[src/verilog/pia_pkg.sv]
/*
 * Shared definitions for the prioritised interrupt acceptance block:
 * register offsets, field positions, reset values, vector constants,
 * carrier structs, the state type and the priority/vector functions.
 * Assumes a 32-bit register port with byte offsets on 8 address bits.
 */
package pia_pkg;

	// ****************************************
	// widths and offsets
	// ****************************************
	localparam int DATA_W = 32;
	localparam int ADDR_W = 8;
	localparam int VEC_W = 6;
	localparam int NUM_VEC = 64;
	localparam int PC_W = 24;
	localparam int NUM_IRQ = 6;

	localparam logic [ADDR_W-1:0] OFF_PRIO_A = 8'h00;
	localparam logic [ADDR_W-1:0] OFF_PRIO_B = 8'h04;
	localparam logic [ADDR_W-1:0] OFF_SYSCTL = 8'h08;
	localparam logic [ADDR_W-1:0] OFF_MASK = 8'h0C;
	localparam logic [ADDR_W-1:0] OFF_ENA_LO = 8'h10;
	localparam logic [ADDR_W-1:0] OFF_ENA_HI = 8'h14;
	localparam logic [ADDR_W-1:0] OFF_STATUS = 8'h18;
	localparam logic [ADDR_W-1:0] OFF_PEND_LO = 8'h1C;
	localparam logic [ADDR_W-1:0] OFF_PEND_HI = 8'h20;

	// ****************************************
	// fields and reset values
	// ****************************************
	localparam int SYS_MODE_BIT = 0;
	localparam int SYS_ADV_BIT = 1;
	localparam int MASK_I_BIT = 0;
	localparam int MASK_SEC_BIT = 1;
	localparam int PUSH_I_BIT = 7;
	localparam int PUSH_SEC_BIT = 6;
	localparam logic [7:0] PRIO_RST = 8'h00;
	localparam logic MODE_RST = 1'h1;
	localparam logic ADV_RST = 1'h1;
	localparam logic MASK_I_RST = 1'h1;
	localparam logic MASK_SEC_RST = 1'h0;
	localparam logic [31:0] ENA_RST = 32'h0000_0000;

	localparam logic [VEC_W-1:0] VEC_NMI = 6'h07;
	localparam int VEC_IRQ0 = 12;
	localparam logic [NUM_VEC-1:0] VALID_VECS = 64'hFFF0_FFF7_77B3_F000;
	localparam logic [PC_W-1:0] STACK_STEP = 24'h000004;

	// ****************************************
	// types
	// ****************************************
	typedef enum logic [4:0] {
		ST_IDLE = 5'h01,
		ST_HOLD = 5'h02,
		ST_SAVE = 5'h04,
		ST_FETCH = 5'h08,
		ST_LOAD = 5'h10
	} pia_fsm_e;

	typedef struct packed {
		logic [ADDR_W-1:0] addr;
		logic [DATA_W-1:0] wdata;
		logic wr;
		logic rd;
	} pia_bus_s;

	typedef struct packed {
		logic wr;
		logic rd;
		logic [PC_W-1:0] addr;
		logic [DATA_W-1:0] wdata;
	} pia_mem_s;

	typedef struct packed {
		pia_fsm_e fsm;
		logic [NUM_IRQ-1:0] irqS1;
		logic [NUM_IRQ-1:0] irqS2;
		logic nmiS1;
		logic nmiS2;
		logic nmiOld;
		logic stbyS1;
		logic stbyS2;
		logic nmiPend;
		logic [7:0] prioA;
		logic [7:0] prioB;
		logic modeSel;
		logic advMode;
		logic maskI;
		logic maskSec;
		logic [NUM_VEC-1:0] ena;
		logic irqReq;
		logic [VEC_W-1:0] vec;
		pia_mem_s mem;
		logic jump;
		logic [PC_W-1:0] jumpPc;
		logic [DATA_W-1:0] rdata;
	} pia_state_s;

	// ****************************************
	// functions
	// ****************************************
	// priority level bit of a vector, zero where no bit is assigned
	function automatic logic prioLvl(input logic [VEC_W-1:0] v, input logic [7:0] pa,
		input logic [7:0] pb);
		logic r;
		r = 1'h0;
		case (v) inside
			6'h0C: r = pa[7];
			6'h0D: r = pa[6];
			[6'h0E:6'h0F]: r = pa[5];
			[6'h10:6'h11]: r = pa[4];
			[6'h14:6'h17]: r = pa[3];
			[6'h18:6'h1B]: r = pa[2];
			[6'h1C:6'h1F]: r = pa[1];
			[6'h20:6'h23]: r = pa[0];
			[6'h24:6'h27]: r = pb[7];
			[6'h28:6'h2B]: r = pb[6];
			[6'h2C:6'h2F]: r = pb[5];
			[6'h34:6'h37]: r = pb[3];
			[6'h38:6'h3B]: r = pb[2];
			[6'h3C:6'h3F]: r = pb[1];
			default: r = 1'h0;
		endcase
		return r;
	endfunction

	// lower 16 bits of the vector table entry address
	function automatic logic [15:0] vecAddr(input logic [VEC_W-1:0] v, input logic adv);
		return adv ? {8'h00, v, 2'h0} : {9'h000, v, 1'h0};
	endfunction

endpackage

[src/verilog/pia_ctrl.sv]
/*
 * Interrupt acceptance and prioritisation with exception start-up:
 * stack save, mask update, vector fetch and jump toward the core.
 * Assumes single-cycle memory (read data one cycle after the read
 * strobe) and a core on clk_sys that pulses excAck at an instruction
 * boundary.
 */
// Our own choices: the plain strobed port and the register offsets.
`timescale 1ns/10ps
module pia_ctrl (
	input wire logic clk_sys,
	input wire logic rst,
	input wire pia_pkg::pia_bus_s busReq,
	output logic [pia_pkg::DATA_W-1:0] busRdata,
	input wire logic [pia_pkg::NUM_IRQ-1:0] irqPinN,
	input wire logic nmiPinN,
	input wire logic standbyPin,
	input wire logic [pia_pkg::NUM_VEC-1:0] modCond,
	input wire logic excAck,
	input wire logic [pia_pkg::PC_W-1:0] nextPc,
	input wire logic [7:0] condIn,
	input wire logic [pia_pkg::PC_W-1:0] spIn,
	input wire logic [pia_pkg::DATA_W-1:0] memRdata,
	output logic irqReq,
	output logic [pia_pkg::VEC_W-1:0] vecNum,
	output pia_pkg::pia_mem_s memOut,
	output logic jump,
	output logic [pia_pkg::PC_W-1:0] jumpPc,
	output logic maskI,
	output logic maskSec
);
	import pia_pkg::*;

	pia_state_s s_q;
	pia_state_s s_d;

	logic [NUM_VEC-1:0] reqVec;
	logic [NUM_VEC-1:0] cand;
	logic [NUM_VEC-1:0] lvlVec;
	logic [NUM_VEC-1:0] allow;
	logic [NUM_VEC-1:0] elig;
	logic [NUM_VEC-1:0] pool;
	logic [VEC_W-1:0] win;
	logic found;
	logic nmiEdge;
	logic nmiOk;
	logic [7:0] condPush;

	// ****************************************
	// request gathering and selection
	// ****************************************
	always_comb begin
		nmiEdge = s_q.nmiOld & ~s_q.nmiS2;
		nmiOk = s_q.nmiPend & ~s_q.stbyS2;
		reqVec = modCond & VALID_VECS;
		reqVec[VEC_IRQ0 +: NUM_IRQ] = ~s_q.irqS2;
		cand = reqVec & s_q.ena;
		for (int i = 0; i < NUM_VEC; i++) begin
			lvlVec[i] = prioLvl(VEC_W'(i), s_q.prioA, s_q.prioB);
			if (s_q.modeSel) begin
				allow[i] = ~s_q.maskI;
			end else begin
				allow[i] = ~s_q.maskI | (~s_q.maskSec & lvlVec[i]);
			end
		end
		elig = cand & allow;
		pool = (|(elig & lvlVec)) ? (elig & lvlVec) : elig;
		win = '0;
		found = 1'h0;
		for (int i = NUM_VEC - 1; i >= 0; i--) begin
			if (pool[i]) begin
				win = VEC_W'(i);
				found = 1'h1;
			end
		end
		condPush = condIn;
		condPush[PUSH_I_BIT] = s_q.maskI;
		condPush[PUSH_SEC_BIT] = s_q.maskSec;
	end

	// ****************************************
	// next state
	// ****************************************
	always_comb begin
		s_d = s_q;
		s_d.rdata = '0;
		s_d.jump = 1'h0;
		s_d.irqS1 = irqPinN;
		s_d.irqS2 = s_q.irqS1;
		s_d.nmiS1 = nmiPinN;
		s_d.nmiS2 = s_q.nmiS1;
		s_d.nmiOld = s_q.nmiS2;
		s_d.stbyS1 = standbyPin;
		s_d.stbyS2 = s_q.stbyS1;
		if (s_q.stbyS2) begin
			s_d.nmiPend = 1'h0;
		end

		if (busReq.wr) begin
			unique case (busReq.addr)
				OFF_PRIO_A: s_d.prioA = busReq.wdata[7:0];
				OFF_PRIO_B: s_d.prioB = busReq.wdata[7:0];
				OFF_SYSCTL: begin
					s_d.modeSel = busReq.wdata[SYS_MODE_BIT];
					s_d.advMode = busReq.wdata[SYS_ADV_BIT];
				end
				OFF_MASK: begin
					s_d.maskI = busReq.wdata[MASK_I_BIT];
					s_d.maskSec = busReq.wdata[MASK_SEC_BIT];
				end
				OFF_ENA_LO: s_d.ena[31:0] = busReq.wdata;
				OFF_ENA_HI: s_d.ena[63:32] = busReq.wdata;
				default: ;
			endcase
		end
		if (busReq.rd) begin
			unique case (busReq.addr)
				OFF_PRIO_A: s_d.rdata = {24'h000000, s_q.prioA};
				OFF_PRIO_B: s_d.rdata = {24'h000000, s_q.prioB};
				OFF_SYSCTL: s_d.rdata = {30'h00000000, s_q.advMode, s_q.modeSel};
				OFF_MASK: s_d.rdata = {30'h00000000, s_q.maskSec, s_q.maskI};
				OFF_ENA_LO: s_d.rdata = s_q.ena[31:0];
				OFF_ENA_HI: s_d.rdata = s_q.ena[63:32];
				OFF_STATUS: s_d.rdata = {11'h000, s_q.fsm, 6'h00, s_q.nmiPend,
					s_q.irqReq, 2'h0, s_q.vec};
				OFF_PEND_LO: s_d.rdata = cand[31:0];
				OFF_PEND_HI: s_d.rdata = cand[63:32];
				default: s_d.rdata = '0;
			endcase
		end

		unique case (s_q.fsm)
			ST_IDLE: begin
				if (nmiOk) begin
					s_d.nmiPend = 1'h0;
					s_d.vec = VEC_NMI;
					s_d.irqReq = 1'h1;
					s_d.fsm = ST_HOLD;
				end else if (found) begin
					s_d.vec = win;
					s_d.irqReq = 1'h1;
					s_d.fsm = ST_HOLD;
				end
			end
			ST_HOLD: begin
				if (excAck) begin
					s_d.irqReq = 1'h0;
					s_d.mem.wr = 1'h1;
					s_d.mem.addr = spIn - STACK_STEP;
					s_d.mem.wdata = {condPush, nextPc};
					s_d.fsm = ST_SAVE;
				end
			end
			ST_SAVE: begin
				s_d.mem.wr = 1'h0;
				s_d.maskI = 1'h1;
				if (!s_q.modeSel) begin
					s_d.maskSec = 1'h1;
				end
				s_d.mem.rd = 1'h1;
				s_d.mem.addr = {8'h00, vecAddr(s_q.vec, s_q.advMode)};
				s_d.mem.wdata = '0;
				s_d.fsm = ST_FETCH;
			end
			ST_FETCH: begin
				s_d.mem.rd = 1'h0;
				s_d.fsm = ST_LOAD;
			end
			ST_LOAD: begin
				s_d.jump = 1'h1;
				s_d.jumpPc = memRdata[PC_W-1:0];
				s_d.fsm = ST_IDLE;
			end
		endcase
		// a new edge wins over the acceptance clear
		if (nmiEdge && !s_q.stbyS2) begin
			s_d.nmiPend = 1'h1;
		end

		if (rst) begin
			s_d = '0;
			s_d.fsm = ST_IDLE;
			s_d.irqS1 = '1;
			s_d.irqS2 = '1;
			s_d.nmiS1 = 1'h1;
			s_d.nmiS2 = 1'h1;
			s_d.nmiOld = 1'h1;
			s_d.prioA = PRIO_RST;
			s_d.prioB = PRIO_RST;
			s_d.modeSel = MODE_RST;
			s_d.advMode = ADV_RST;
			s_d.maskI = MASK_I_RST;
			s_d.maskSec = MASK_SEC_RST;
			s_d.ena = {ENA_RST, ENA_RST};
		end
	end

	always_ff @(posedge clk_sys) begin
		s_q <= s_d;
	end

	// ****************************************
	// outputs
	// ****************************************
	assign busRdata = s_q.rdata;
	assign irqReq = s_q.irqReq;
	assign vecNum = s_q.vec;
	assign memOut = s_q.mem;
	assign jump = s_q.jump;
	assign jumpPc = s_q.jumpPc;
	assign maskI = s_q.maskI;
	assign maskSec = s_q.maskSec;
endmodule

[config.mk]
export PLATFORM = sky130hd
export DESIGN_NAME = pia_ctrl
export DESIGN_NICKNAME = d
export VERILOG_FILES = /design/src/verilog/pia_pkg.sv /design/src/verilog/pia_ctrl.sv
export SDC_FILE = /design/constraint.sdc
export NUM_CORES = 1
export LEC_CHECK = 0
export BUFFER_PORTS_ARGS = -buffer_cell sky130_fd_sc_hd__buf_2
export CORE_MARGIN = 4
export CORE_UTILIZATION = 57
export CTS_CLUSTER_SIZE = 8
export DETAILED_ROUTE_END_ITERATION = 16
export GPL_TIMING_DRIVEN = 1
export HOLD_SLACK_MARGIN = 0.03
export PLACE_DENSITY = 0.9
export SLEW_MARGIN = 25
export SYNTH_ARGS = -nofsm -noshare
export SYNTH_HDL_FRONTEND = slang
export SYNTH_SLANG_ARGS = --single-unit
[constraint.sdc]
create_clock -name clk_sys -period 5.1 [get_ports clk_sys]
set_clock_uncertainty 0.05 [all_clocks]
set_input_delay 0.255 -clock clk_sys [delete_from_list [all_inputs] [get_ports clk_sys]]
set_output_delay 0.255 -clock clk_sys [all_outputs]
set_load 0.01 [all_outputs]
# Yosys cells after proc, flatten, opt, wreduce, memory -nomap -nowiden
# Cells that the tools add are included.
# classes
add_sub_neg	1
eq_ne	15
multipliers	0
n_bitwise	39
muxes	169
shift	0
magnitude_cmp	0
div_mod_pow	0
n_reduce_logical	20
# ops
operator	count
2-to-1 mux 6 bit	64
case mux 32 bit (9 select lines)	1
AND 64 bit	3
case mux 56 bit (2 select lines)	1
2-to-1 mux 1 bit	87
2-to-1 mux 65 bit	1
2-to-1 mux 32 bit	2
2-to-1 mux 64 bit	1
OR reduction 64 bit	1
2-to-1 mux 56 bit	1
== test 8 x 5 -> 1 bit (second input constant)	4
2-to-1 mux 25 bit	1
case mux 5 bit (5 select lines)	1
subtractor 24 x 3 -> 24 bit (second input constant)	1
AND reduction 2 bit	9
AND 1 bit	16
== test 8 x 4 -> 1 bit (second input constant)	2
2-to-1 mux 5 bit	3
2-to-1 mux 7 bit	2
bitwise OR 1 bit	14
== test 8 x 3 -> 1 bit (second input constant)	1
== test 8 x 6 -> 1 bit (second input constant)	1
logical NOT 8 bit	1
2-to-1 mux 8 bit	1
other kinds (15)	25
# totals
ramBits	0
mem_bits_ro	0
register_bits	229
latchBits	0
mem_count	0

# Logic depth before layout (Yosys ltp)
# Gate-level depths: netlist (run 1).
# logic_depth
depth_word	75
depth_mapped	11
mapped_depth_nobuf	11

# Worst setup path before layout (run 1)
# Ideal clock, no wire load.
# synth_timing
path_type	reg-to-reg
startpoint	reg s_q[148] (netlist name)
endpoint	reg s_q, in the netlist vecNum[0]
slack_ns	2.412
stages_incl_launch_ff	12
t_required_ns	4.922
synth_period_minus_slack_ns	2.688
arrival_ns	2.510
path_buffers	1
path_cell_list	dfxtp_1 > a222oi_1 > inv_1 > a22o_1 > or4_1 > buf_6 > o21ai_2 > o32a_1 > a221oi_2 > o221a_1 > o31ai_1 > a211oi_1
# synth_via
elab_chain_cells	71
# synth_rtl
element	line	text
start: declaration	pia_ctrl.sv:34	pia_state_s s_q;
start signal: assignment	pia_ctrl.sv:199	s_q <= s_d;
AND 64 bit (*)	pia_ctrl.sv:57	cand = reqVec & s_q.ena;
AND 64 bit (*)	pia_ctrl.sv:66	elig = cand & allow;
AND 64 bit	pia_ctrl.sv:67	pool = (|(elig & lvlVec)) ? (elig & lvlVec) : elig;
OR reduction 64 bit	pia_ctrl.sv:67	
2-to-1 mux 64 bit (*)	pia_ctrl.sv:67	
2-to-1 mux 6 bit or 2-to-1 mux 1 bit (tied branches) (64 in a row)	pia_ctrl.sv:71	if (pool[i]) begin
2-to-1 mux 7 bit or nonzero test 2 bit (tied branches)	--	
2-to-1 mux 7 bit or AND reduction 2 bit (tied branches)	--	
# Mark *: on every way between the ends. The rest lies on a longest branch, timed or not. The select of a mux whose other input is x is not followed.
# A chain may end at the register's enable or synchronous reset.

# Worst setup path in the final report (run 1)
# Same ends and word-level chain as after synthesis.

==> summary.txt, run 1 <==
GRT
  – Largest net degree at the start of global routing: 74
  – Initial antenna violation count: 1
  – Total track usage: 32.7%
  – Total congestion overflow: 0
  – First-pass GRT wire length: 58800 um
  – Number of global-route vias before repair: 11300

Timing
  – Crit share post-route: 73.5%
  – Worst slew margin: 37.2%
  – Setup TNS: 0 ns
  – Setup violations, final: 0
  – RSZ-0062 raised after global routing: no
  – Period minus WS final: 3.75 ns
  – Slew Limit Fails: 0
  – Fin. Hold Viols: 0
  – Worst-margin pin slew: 0.929 ns
  – FMAX: 267 MHz

Synth
  – Synth area leader: dfxtp_1
  – Top-count cell post-synth: nand2_1
  – Count of cell types in the netlist: 73
  – Synth top area share: 40.4%
  – Mapped Nets: 1680
  – Seq cells post-synth: 229
  – Most area-consuming cells after synthesis: dfxtp_1 40%, nand2_1 13%, buf_4 8.0%
  – Syn Inst Count: 1474
  – Fraction of registers with async set/reset: 0%
  – Number of flops mapped to enable cells by yosys: 0
  – Register area share after synthesis: 40.4%
  – Main synth FF type: dfxtp_1
  – Syn_area_per_cell: 7.69 um^2
  – Ys Warns: 0
  – Post-synth top cells: 382 x nand2_1, 229 x dfxtp_1, 179 x a21oi_1
  – Synthesized area: 0.0113 mm^2

Clocking
  – Reg clk slew, reported paths: 0.05 ns
  – Post-CTS Setup Repair Bufs: 0
  – Cts bufs inserted: 34
  – Num Clock Sinks: 229
  – CTS max path bufs: 3
  – H-tree Lvls: 2
  – CTS tree: built
  – Clock Latency Late Sink: 0.49 ns
  – CTS resizes: 0
  – Root Driver: clkbuf_16
  – Hold_buf cts: 99

Flow run
  – Max Cap Viol: 0

Worst setup path
  – Startpoint types: flip-flop
  – Crit path kind: reg2reg
  – Req. time, crit path: 5.38 ns
  – Slowest cell on crit path: a222oi_1
  – Crit. End Element: flip-flop
  – Worst-path maximum fanout: 12
  – Arr. time, crit path: 4.03 ns
  – CP Cell Sequence: a222oi_1 > inv_1 > a22o_1 > nor4_4 > buf_4 > nand2_1 > a22oi_1 > a221oi_2 > o221a_1 > o31ai_1 > a211oi_1
  – CP peak stage delay: 0.61 ns

Final layout
  – Final core utilization: 71.2%
  – Final nets: 1921
  – Share of cells above drive strength 1: 22.4%
  – Area grow syn2layout: 22.6%

Floorplanning
  – Die Wd: 149 um
  – Starting Density: 58.1%
  – IO Count: 329
  – # rows: 51
  – Core area: 0.0195 mm^2
  – Die Y: 149 um
  – Die Footprint: 0.0222 mm^2

Route
  – 1st-pass router iterations: 7
  – Via-per-instance ratio: 5.91
  – Detailed Route WL: 37900 um
  – Initial drt markers: 1294
  – DR WL/cell: 19.1 um
  – DRC viols: 0
  – Vias: 11700
  – Antenna-violating nets left: 0

Power and ir drop
  – P_sw: 909 uW
  – Sequential power share: 45.5%
  – Worst-case vdd ir drop: 0.000255 V
  – Leak: 5.63 nW
  – Pwr dens: 291 mW/mm^2
  – Internal Power: 3.13 mW
  – Clock power frac: 47.3%
  – Switching Fraction: 22.5%
  – Combinational power share: 7.3%

Place
  – Final Wtd Congestion: 0.994
  – Post-DP HPWL: 25100 um
  – Port Buffers: 290

Status
  – Status: finished clean

Hold path
  – Hold Crit Class: in2reg
[sequential cells by signal, indices dropped and copies added (netlist names)]
register,count
s_q,91
memOut,58
busRdata,32
jumpPc,24
lvlVec,14
vecNum,6
irqReq,1
jump,1
maskI,1
maskSec,1
[layout make-up]
class	count	area (um^2)
Antenna cell	1	2.50
Clock buffer	34	851
Clock inverter	2	21.3
Fill cell	1476	5630
Inverter	7	26.3
Multi-Input combinational cell	1037	5510
Sequential cell	229	4580
Tap cell	265	332
Timing Repair Buffer	406	2570
[worst paths after layout]
kind	startpoint	endpoint	slack, ns	cells after the start
max	s_q[148]	vecNum[0]	1.35	11
min	excAck	s_q[225]	0.06	3
max reg2reg	s_q[148]	vecNum[0]	1.35	11
min reg2reg	s_q[219]	s_q[213]	0.36	1
[stage by stage]
step	power (mW)	worst slack [ns]	cells	area (um^2)	hold slack [ns]
3_5_place_dp	2.09	1.47	1845	12000	0.345
4_1_cts	4.05	1.50	1980	13900	0.0313
3_3_place_gp	2.09	1.49	1845	12000	0.344
5_1_grt	4.17	1.25	1981	13900	0.0656
2_1_floorplan	1.98	2.41	1474	11300	0.309
6_report	4.04	1.35	1981	13900	0.0567
[layout by cell type (no fill, tap or decap), types with 17 or more instances in the layout]
master         Yosys  layout
clkbuf_16          0      34
a22oi_1           35      35
o21ai_0           26      25
nand2_1          382     382
or2_2             20      20
a222oi_1          17      17
dlygate4sd3_1      0      99
a21o_1            31      31
buf_4            121      18
a21oi_1          179     179
dfxtp_1          229     229
nor2_1            89      88
buf_2              1     289
a211oi_1          23      23
nand3_1           36      36
[metal layers]
layer | global-route usage (%) | vias to the layer above | part of all wire [%]
met3 | 8.30 | 136 | 11
met5 | 0 | - | 0
met2 | 52.9 | 720 | 47
met1 | 41.5 | 5398 | 38
met4 | 14.0 | 0 | 4.0
li1 | - | 5455 | -
[kinds of logic (layout without fill, tap and decap cells)]
group,after synthesis,count (layout),share of synthesized area (%)
other,0,1,0
multiplexers,4,4,0.353
adder cells (fa/ha/maj),1,1,0.110
AND/OR/NAND/NOR,616,616,23.9
XOR/XNOR,20,20,1.55
flip-flops,229,229,40.4
AO/OA/AOI/OAI,396,396,22.6
buffers and inverters,208,449,11.0
[power by group through the flow]
stage | Sequential [mW] | Combinational, mW | Clock (mW)
final | 1.84 | 0.294 | 1.91
after global routing | 1.84 | 0.318 | 2.01
after CTS | 1.84 | 0.284 | 1.93
after detailed placement | 1.87 | 0.223 | 0
after global placement | 1.87 | 0.219 | 0
after floorplan | 1.86 | 0.123 | 0
[critical path: cells and delay by family (launching register included)]
| kind | cells | cell delay (ns) |
|---|---|---|
| simple gates | 2 | 0.62 |
| compound gates | 7 | 2.11 |
| flops | 1 | 0.35 |
| buf+inv | 2 | 0.45 |
No activity file was read; power rests on OpenSTA's default activity.
==> run 2: changes to the inputs <==
CORE_UTILIZATION = 47   (was 57)
PLACE_DENSITY = 0.79   (was 0.9)
clock period = 3.3 ns   (was 5.1 ns; I/O delays follow)
==> run 2 against run 1 <==
  * Sequential power up 54%
  * Largest power group unchanged
  * Clock-buffer cell count is 2 higher
  * Worst setup slack worse by 1.3 ns
  * Global-route usage shrank 1.9 points
  * Critical endpoint is now vecNum[1]
  * Fmax is 14% higher
  * Final cell count is 8.3% higher
==> summary.txt, run 2 (synthesis gave the netlist of run 1 again) <==
Clocking
  – Root Driver: clkbuf_16
  – CTS tree: built
  – H-tree Lvls: 2 (unchanged)
  – Reg clk slew, reported paths: 0.05 ns (about the same)
  – CTS max path bufs: 3 (unchanged)
  – Num Clock Sinks: 229 (unchanged)
  – Clock Latency Late Sink: 0.51 ns (+0.02 ns)
  – Cts bufs inserted: 34 (unchanged)

Final layout
  – Cell Count, Final, Fillers Out: 2146 (+8.3%)
  – Max reg flops: 91 (unchanged)
  – Most frequent cells in the layout: 382 x nand2_1, 289 x buf_2, 229 x dfxtp_1, 179 x a21oi_1, 142 x dlygate4sd3_1
  – Share of cells above drive strength 1: 25.0% (+2.6 points)
  – Most common cell after layout, fill and taps aside: nand2_1
  – Final nets: 2027 (+5.5%)
  – Largest Register: s_q
  – Area grow syn2layout: 32.0%

Worst setup path
  – Crit. End Element: flip-flop
  – Crit path kind: reg2reg
  – Req. time, crit path: 3.65 ns (-1.73 ns)
  – FF-to-FF path depth: 12 (+1)
  – Startpoint types: flip-flop
  – R2r endpoint: vecNum[1]
  – Arr. time, crit path: 3.63 ns (-0.40 ns)
  – Worst-path maximum fanout: 6 (-6)
  – RR Startpoint: s_q[148]
  – Reg2Reg Setup Slack: 0.02 ns (-1.33 ns)

Power and ir drop
  – Leak: 6.13 nW (+8.9%)
  – Pwr dens: 427 mW/mm^2 (+47%)
  – Worst-case vdd ir drop: 0.000338 V (+33%)

Floorplanning
  – Die Y: 163 um (+9.6%)
  – Core area: 0.0236 mm^2 (+21%)
  – Starting Density: 48.0% (-10 points)
  – Die Wd: 163 um (+9.6%)
  – Die Footprint: 0.0267 mm^2 (+20%)
  – # rows: 56 (+9.8%)
  – IO Count: 329 (unchanged)

GRT
  – Largest net degree at the start of global routing: 73 (-1.4%)
  – Initial antenna violation count: 2 (+1)
  – Number of global-route vias before repair: 12300 (+9.3%)
  – Total congestion overflow: 0 (unchanged)
  – Total track usage: 30.8% (-1.9 points)
  – First-pass GRT wire length: 65500 um (+11%)

Place
  – Final Wtd Congestion: 1.03 (+3.5%)
  – Placed cell count: 1958 (+6.1%)
  – Place WS: 0.0383 ns (-1.43 ns)
  – Port Buffers: 290 (unchanged)
  – Post-DP HPWL: 29000 um (+15%)

Route
  – Via-per-instance ratio: 5.71 (-3.4%)
  – Detailed Route WL: 42500 um (+12%)
  – Antenna-violating nets left: 0 (unchanged)
  – DR WL/cell: 19.8 um (+3.6%)
  – DRC viols: 0 (unchanged)
  – Vias: 12200 (+4.6%)
  – 1st-pass router iterations: 8 (+1)
  – Initial drt markers: 1539 (+19%)

Timing
  – Period minus WS final: 3.28 ns (-0.474 ns)
  – Fin. Hold Viols: 0 (unchanged)
  – Setup violations, final: 0 (unchanged)
  – Slew Limit Fails: 0 (unchanged)
  – Worst-margin pin slew: 0.873 ns (-0.0567 ns)
  – Setup ws final: 0.0247 ns (-1.33 ns)
  – Crit share post-route: 99.3% (+26 points)
  – Worst slew margin: 41.7% (+4.5 points)
  – RSZ-0062 raised after global routing: yes
  – FMAX: 305 MHz (+14%)

Hold path
  – Hold endpoint: memOut[34]
  – Hold Path Depth: 4 (+1)
  – Hold Crit Class: in2reg
  – Hold_sp: spIn[2]

Status
  – Status: finished clean

Flow run
  – Max Cap Viol: 0 (unchanged)
-- run 2: cell types whose count changed in the layout (fill, tap and decap cells not counted), moves of 2 or more --
cell / change
a22oi_2: +2
a22oi_1: -2
buf_4: +60
nor3_1: -2
dlygate4sd3_1: +43
inv_6: +2
buf_12: +2
nor3_2: +2
diode_2: +2
-- run 2: metrics by stage --
step	hold slack, ns	utilization, %	power [mW]	TNS (ns)	area (um^2)
global route	0.0764	63.4	6.59	-0.154	15000
CTS	0.0301	63.1	6.42	0	14900
finish	0.0543	63.4	6.39	0	15000
global placement	0.300	53.2	3.24	0	12600
detailed placement	0.300	53.2	3.25	0	12600
floorplan	0.219	-	3.07	0	11300
-- run 2: worst max path at each step --
| stage | start | end | slack [ns] | cells after the start |
|---|---|---|---|---|
| 3_5_place_dp | modCond[26] | s_q[228] | 0.04 | 14 |
| 5_1_grt | s_q[148] | vecNum[1] | -0.09 | 12 |
| 6_report | s_q[148] | vecNum[1] | 0.02 | 12 |
| 3_3_place_gp | modCond[26] | s_q[228] | 0.09 | 14 |
| 4_1_cts | s_q[148] | s_q[228] | 0.007 | 13 |
| 2_1_floorplan | s_q[148] | vecNum[0] | 0.61 | 11 |
-- run 2: final cells by class --
| cell class | count | area [um^2] |
|---|---|---|
| clock inverter | 3 | 33.8 |
| antenna | 3 | 7.51 |
| clock buffer | 36 | 868 |
| fill | 1935 | 8650 |
| multi-input combinational | 1037 | 5540 |
| tap | 319 | 399 |
| timing repair buffer | 512 | 3500 |
| sequential | 229 | 4580 |
| inverter | 7 | 26.3 |
-- run 2: critical path: stages, from the launching register on --
cell       delay (ns)
dfxtp_1          0.32
a222oi_1         0.34
buf_4            0.18
inv_1            0.06
a22o_1           0.28
nor4_4           0.44
buf_4            0.22
a21boi_1         0.14
o211ai_1         0.21
o211ai_1         0.16
a221oi_2         0.33
o2111ai_1        0.17
a311oi_1         0.28
-- run 2: layer usage --
metal  GRT usage, %  wire length, um  vias to the layer above
met5              0                0                        -
li1               -                -                     5675
met4           14.6             2070                        0
met2           50.5            19900                      734
met1           38.4            16700                     5669
met3           6.94             3920                      170
-- run 2: where the power goes --
group | total (mW) | switching [mW] | leakage (nW) | internal (mW)
Sequential | 2.84 | 0.0309 | 1.85 | 2.81
Combinational | 0.506 | 0.253 | 3.83 | 0.253
Clock | 3.05 | 1.20 | 0.443 | 1.85
Total | 6.39 | 1.48 | 6.13 | 4.91
-- run 2: what timing repair did --
action / 4_1_cts / 5_1_grt
gates resized for setup: 0 / 7
setup endpoints to repair: 0 / 13
hold buffers: 142 / 0
hold endpoints to repair: 182 / 0
buffers inserted: 0 / 4
==> run 3: changes to the inputs <==
MAX_ROUTING_LAYER = met4   (was not set)
==> run 3 against run 2 <==
  * Wire length fell by 1.1%
  * Worst setup slack improved by 0.030 ns
  * Fmax rose by 0.92%
  * Global-route usage rose by 0.42 points
  * Clock-buffer cell count rose by 1
  * Sequential share of layout area rose by 0.072 points
  * Critical path depth rose by 3
  * Combinational power fell by 2%
  * Via count barely moved
  * Design area fell by 0.23%
  * Total power barely moved
  * Non-clock buffer count fell by 1
  * Largest cell class unchanged
  * Highest routed layer unchanged
==> summary.txt, run 3 (synthesis gave the netlist of run 1 again) <==
Status
  – Status: finished clean

Timing
  – Worst-margin pin slew: 0.955 ns (+0.0818 ns)
  – Setup violations, final: 0 (unchanged)
  – Worst slew margin: 35.5% (-6.2 points)
  – Hold slack: 0.0528 ns (-0.00151 ns)
  – Period minus WS final: 3.25 ns (-0.0299 ns)
  – Crit share post-route: 98.3% (-0.90 points)
  – Fin. Hold Viols: 0 (unchanged)
  – Setup ws final: 0.0545 ns (+0.0299 ns)
  – Slew Limit Fails: 0 (unchanged)
  – RSZ-0062 raised after global routing: yes
  – FMAX: 308 MHz (+0.92%)

Final layout
  – Area grow syn2layout: 31.7%
  – Largest Register: s_q
  – Most common cell after layout, fill and taps aside: nand2_1
  – Final nets: 2026 (-0.049%)
  – Share of cells above drive strength 1: 25.2% (+0.25 points)
  – Most frequent cells in the layout: 382 x nand2_1, 289 x buf_2, 229 x dfxtp_1, 179 x a21oi_1, 134 x dlygate4sd3_1
  – Cell Count, Final, Fillers Out: 2145 (-0.047%)
  – Design area: 0.0149 mm^2 (-0.23%)
  – Layout filler cell count: 2004 (+3.6%)
  – Max reg flops: 91 (unchanged)

Worst setup path
  – Crit path kind: in2reg
  – Startpoint types: input pin
  – Arr. time, crit path: 3.53 ns (-0.10 ns)
  – Req. time, crit path: 3.58 ns (-0.07 ns)
  – Worst-path maximum fanout: 4 (-2)
  – Crit. End Element: flip-flop

GRT
  – Total track usage: 31.2% (+0.42 points)
  – Initial antenna violation count: 0 (-2)
  – Largest net degree at the start of global routing: 73 (unchanged)
  – Total congestion overflow: 0 (unchanged)
  – First-pass GRT wire length: 64600 um (-1.4%)
  – Number of global-route vias before repair: 12100 (-1.9%)

Route
  – Detailed Route WL: 42100 um (-1.1%)
  – Via-per-instance ratio: 5.71 (about the same)
  – 1st-pass router iterations: 6 (-2)
  – Vias: 12200 (-0.065%)
  – DR WL/cell: 19.6 um (-1.1%)
  – DRC viols: 0 (unchanged)
  – Antenna-violating nets left: 0 (unchanged)
  – Initial drt markers: 1348 (-12%)

Place
  – Place WS: 0.117 ns (+0.0782 ns)
  – Placed cell count: 1965 (+0.36%)
  – Final Wtd Congestion: 1.01 (-2.1%)
  – Post-DP HPWL: 29000 um (+0.11%)
  – Port Buffers: 290 (unchanged)
  – Area post-placement: 0.0126 mm^2 (+0.32%)

Clocking
  – CTS tree: built
  – Num Clock Sinks: 229 (unchanged)
  – Cts bufs inserted: 34 (unchanged)
  – Reg clk slew, reported paths: 0.05 ns (about the same)
  – CTS max path bufs: 3 (unchanged)
  – Clock Latency Late Sink: 0.50 ns (about the same)
  – H-tree Lvls: 2 (unchanged)
  – Root Driver: clkbuf_16

Flow run
  – Max Cap Viol: 0 (unchanged)

Power and ir drop
  – Tot Pwr: 6.39 mW (about the same)
  – Pwr dens: 428 mW/mm^2 (+0.22%)
  – Leak: 6.14 nW (+0.19%)
  – Worst-case vdd ir drop: 0.000349 V (+3.2%)

Floorplanning
  – IO Count: 329 (unchanged)
  – Die Wd: 163 um (unchanged)
  – Core area: 0.0236 mm^2 (unchanged)
  – Die Footprint: 0.0267 mm^2 (unchanged)
  – Starting Density: 48.0% (unchanged)
  – # rows: 56 (unchanged)
  – Die Y: 163 um (unchanged)

Hold path
  – Hold Crit Class: in2reg
[run 3: per-layer routing]
metal | track usage [%] | wire [um]
met2 | 49.8 | 19800
met4 | 14.4 | 1830
met5 | - | 0
met3 | 5.78 | 3740
met1 | 38.4 | 16700
[run 3: per-stage QoR]
step | utilization [%] | TNS, ns
floorplan | - | 0
global placement | 53.4 | 0
detailed placement | 53.4 | 0
CTS | 62.9 | 0
global route | 63.2 | -0.170
finish | 63.2 | 0
[run 3: path summary, 6_finish.rpt]
path,startpoint,end,slack (ns),depth (start not counted)
min reg2reg,s_q[221],s_q[215],0.35,1
max,modCond[26],vecNum[0],0.05,15
max reg2reg,s_q[151],vecNum[0],0.10,12
min,modCond[46],busRdata[14],0.05,4
[run 3: timing repair]
item,4_1_cts,5_1_grt
endpoints found under the setup margin,0,10
resized for setup,0,7
hold endpoints to repair,180,0
setup buffers,0,4
hold buffers,134,0
[run 3: worst max-delay path, cell delays in order]
cell	delay, ns
dlygate4sd3_1	0.55
buf_2	0.15
a222oi_1	0.44
inv_1	0.11
a22o_1	0.27
nor4_4	0.30
buf_4	0.18
buf_4	0.11
a21boi_0	0.10
o22ai_1	0.32
a21oi_1	0.09
o221a_1	0.27
o31ai_2	0.23
buf_4	0.16
a211oi_1	0.06
[run 3: power breakdown]
part	total, mW	internal, mW	switching [mW]
combinational	0.497	0.249	0.248
clock	3.06	1.88	1.17
sequential	2.84	2.81	0.0304
[run 3: area by class of cell]
type,count,area [um^2],area share [%]
clock inverters,1,8.76,0.0587
repair buffers,511,3470,23.3
well taps,319,399,2.67
diodes,4,10.0,0.0671
multi-input cells,1037,5530,37.1
inverters,7,26.3,0.176
flip-flops and latches,229,4580,30.7
clock buffers,37,893,5.98
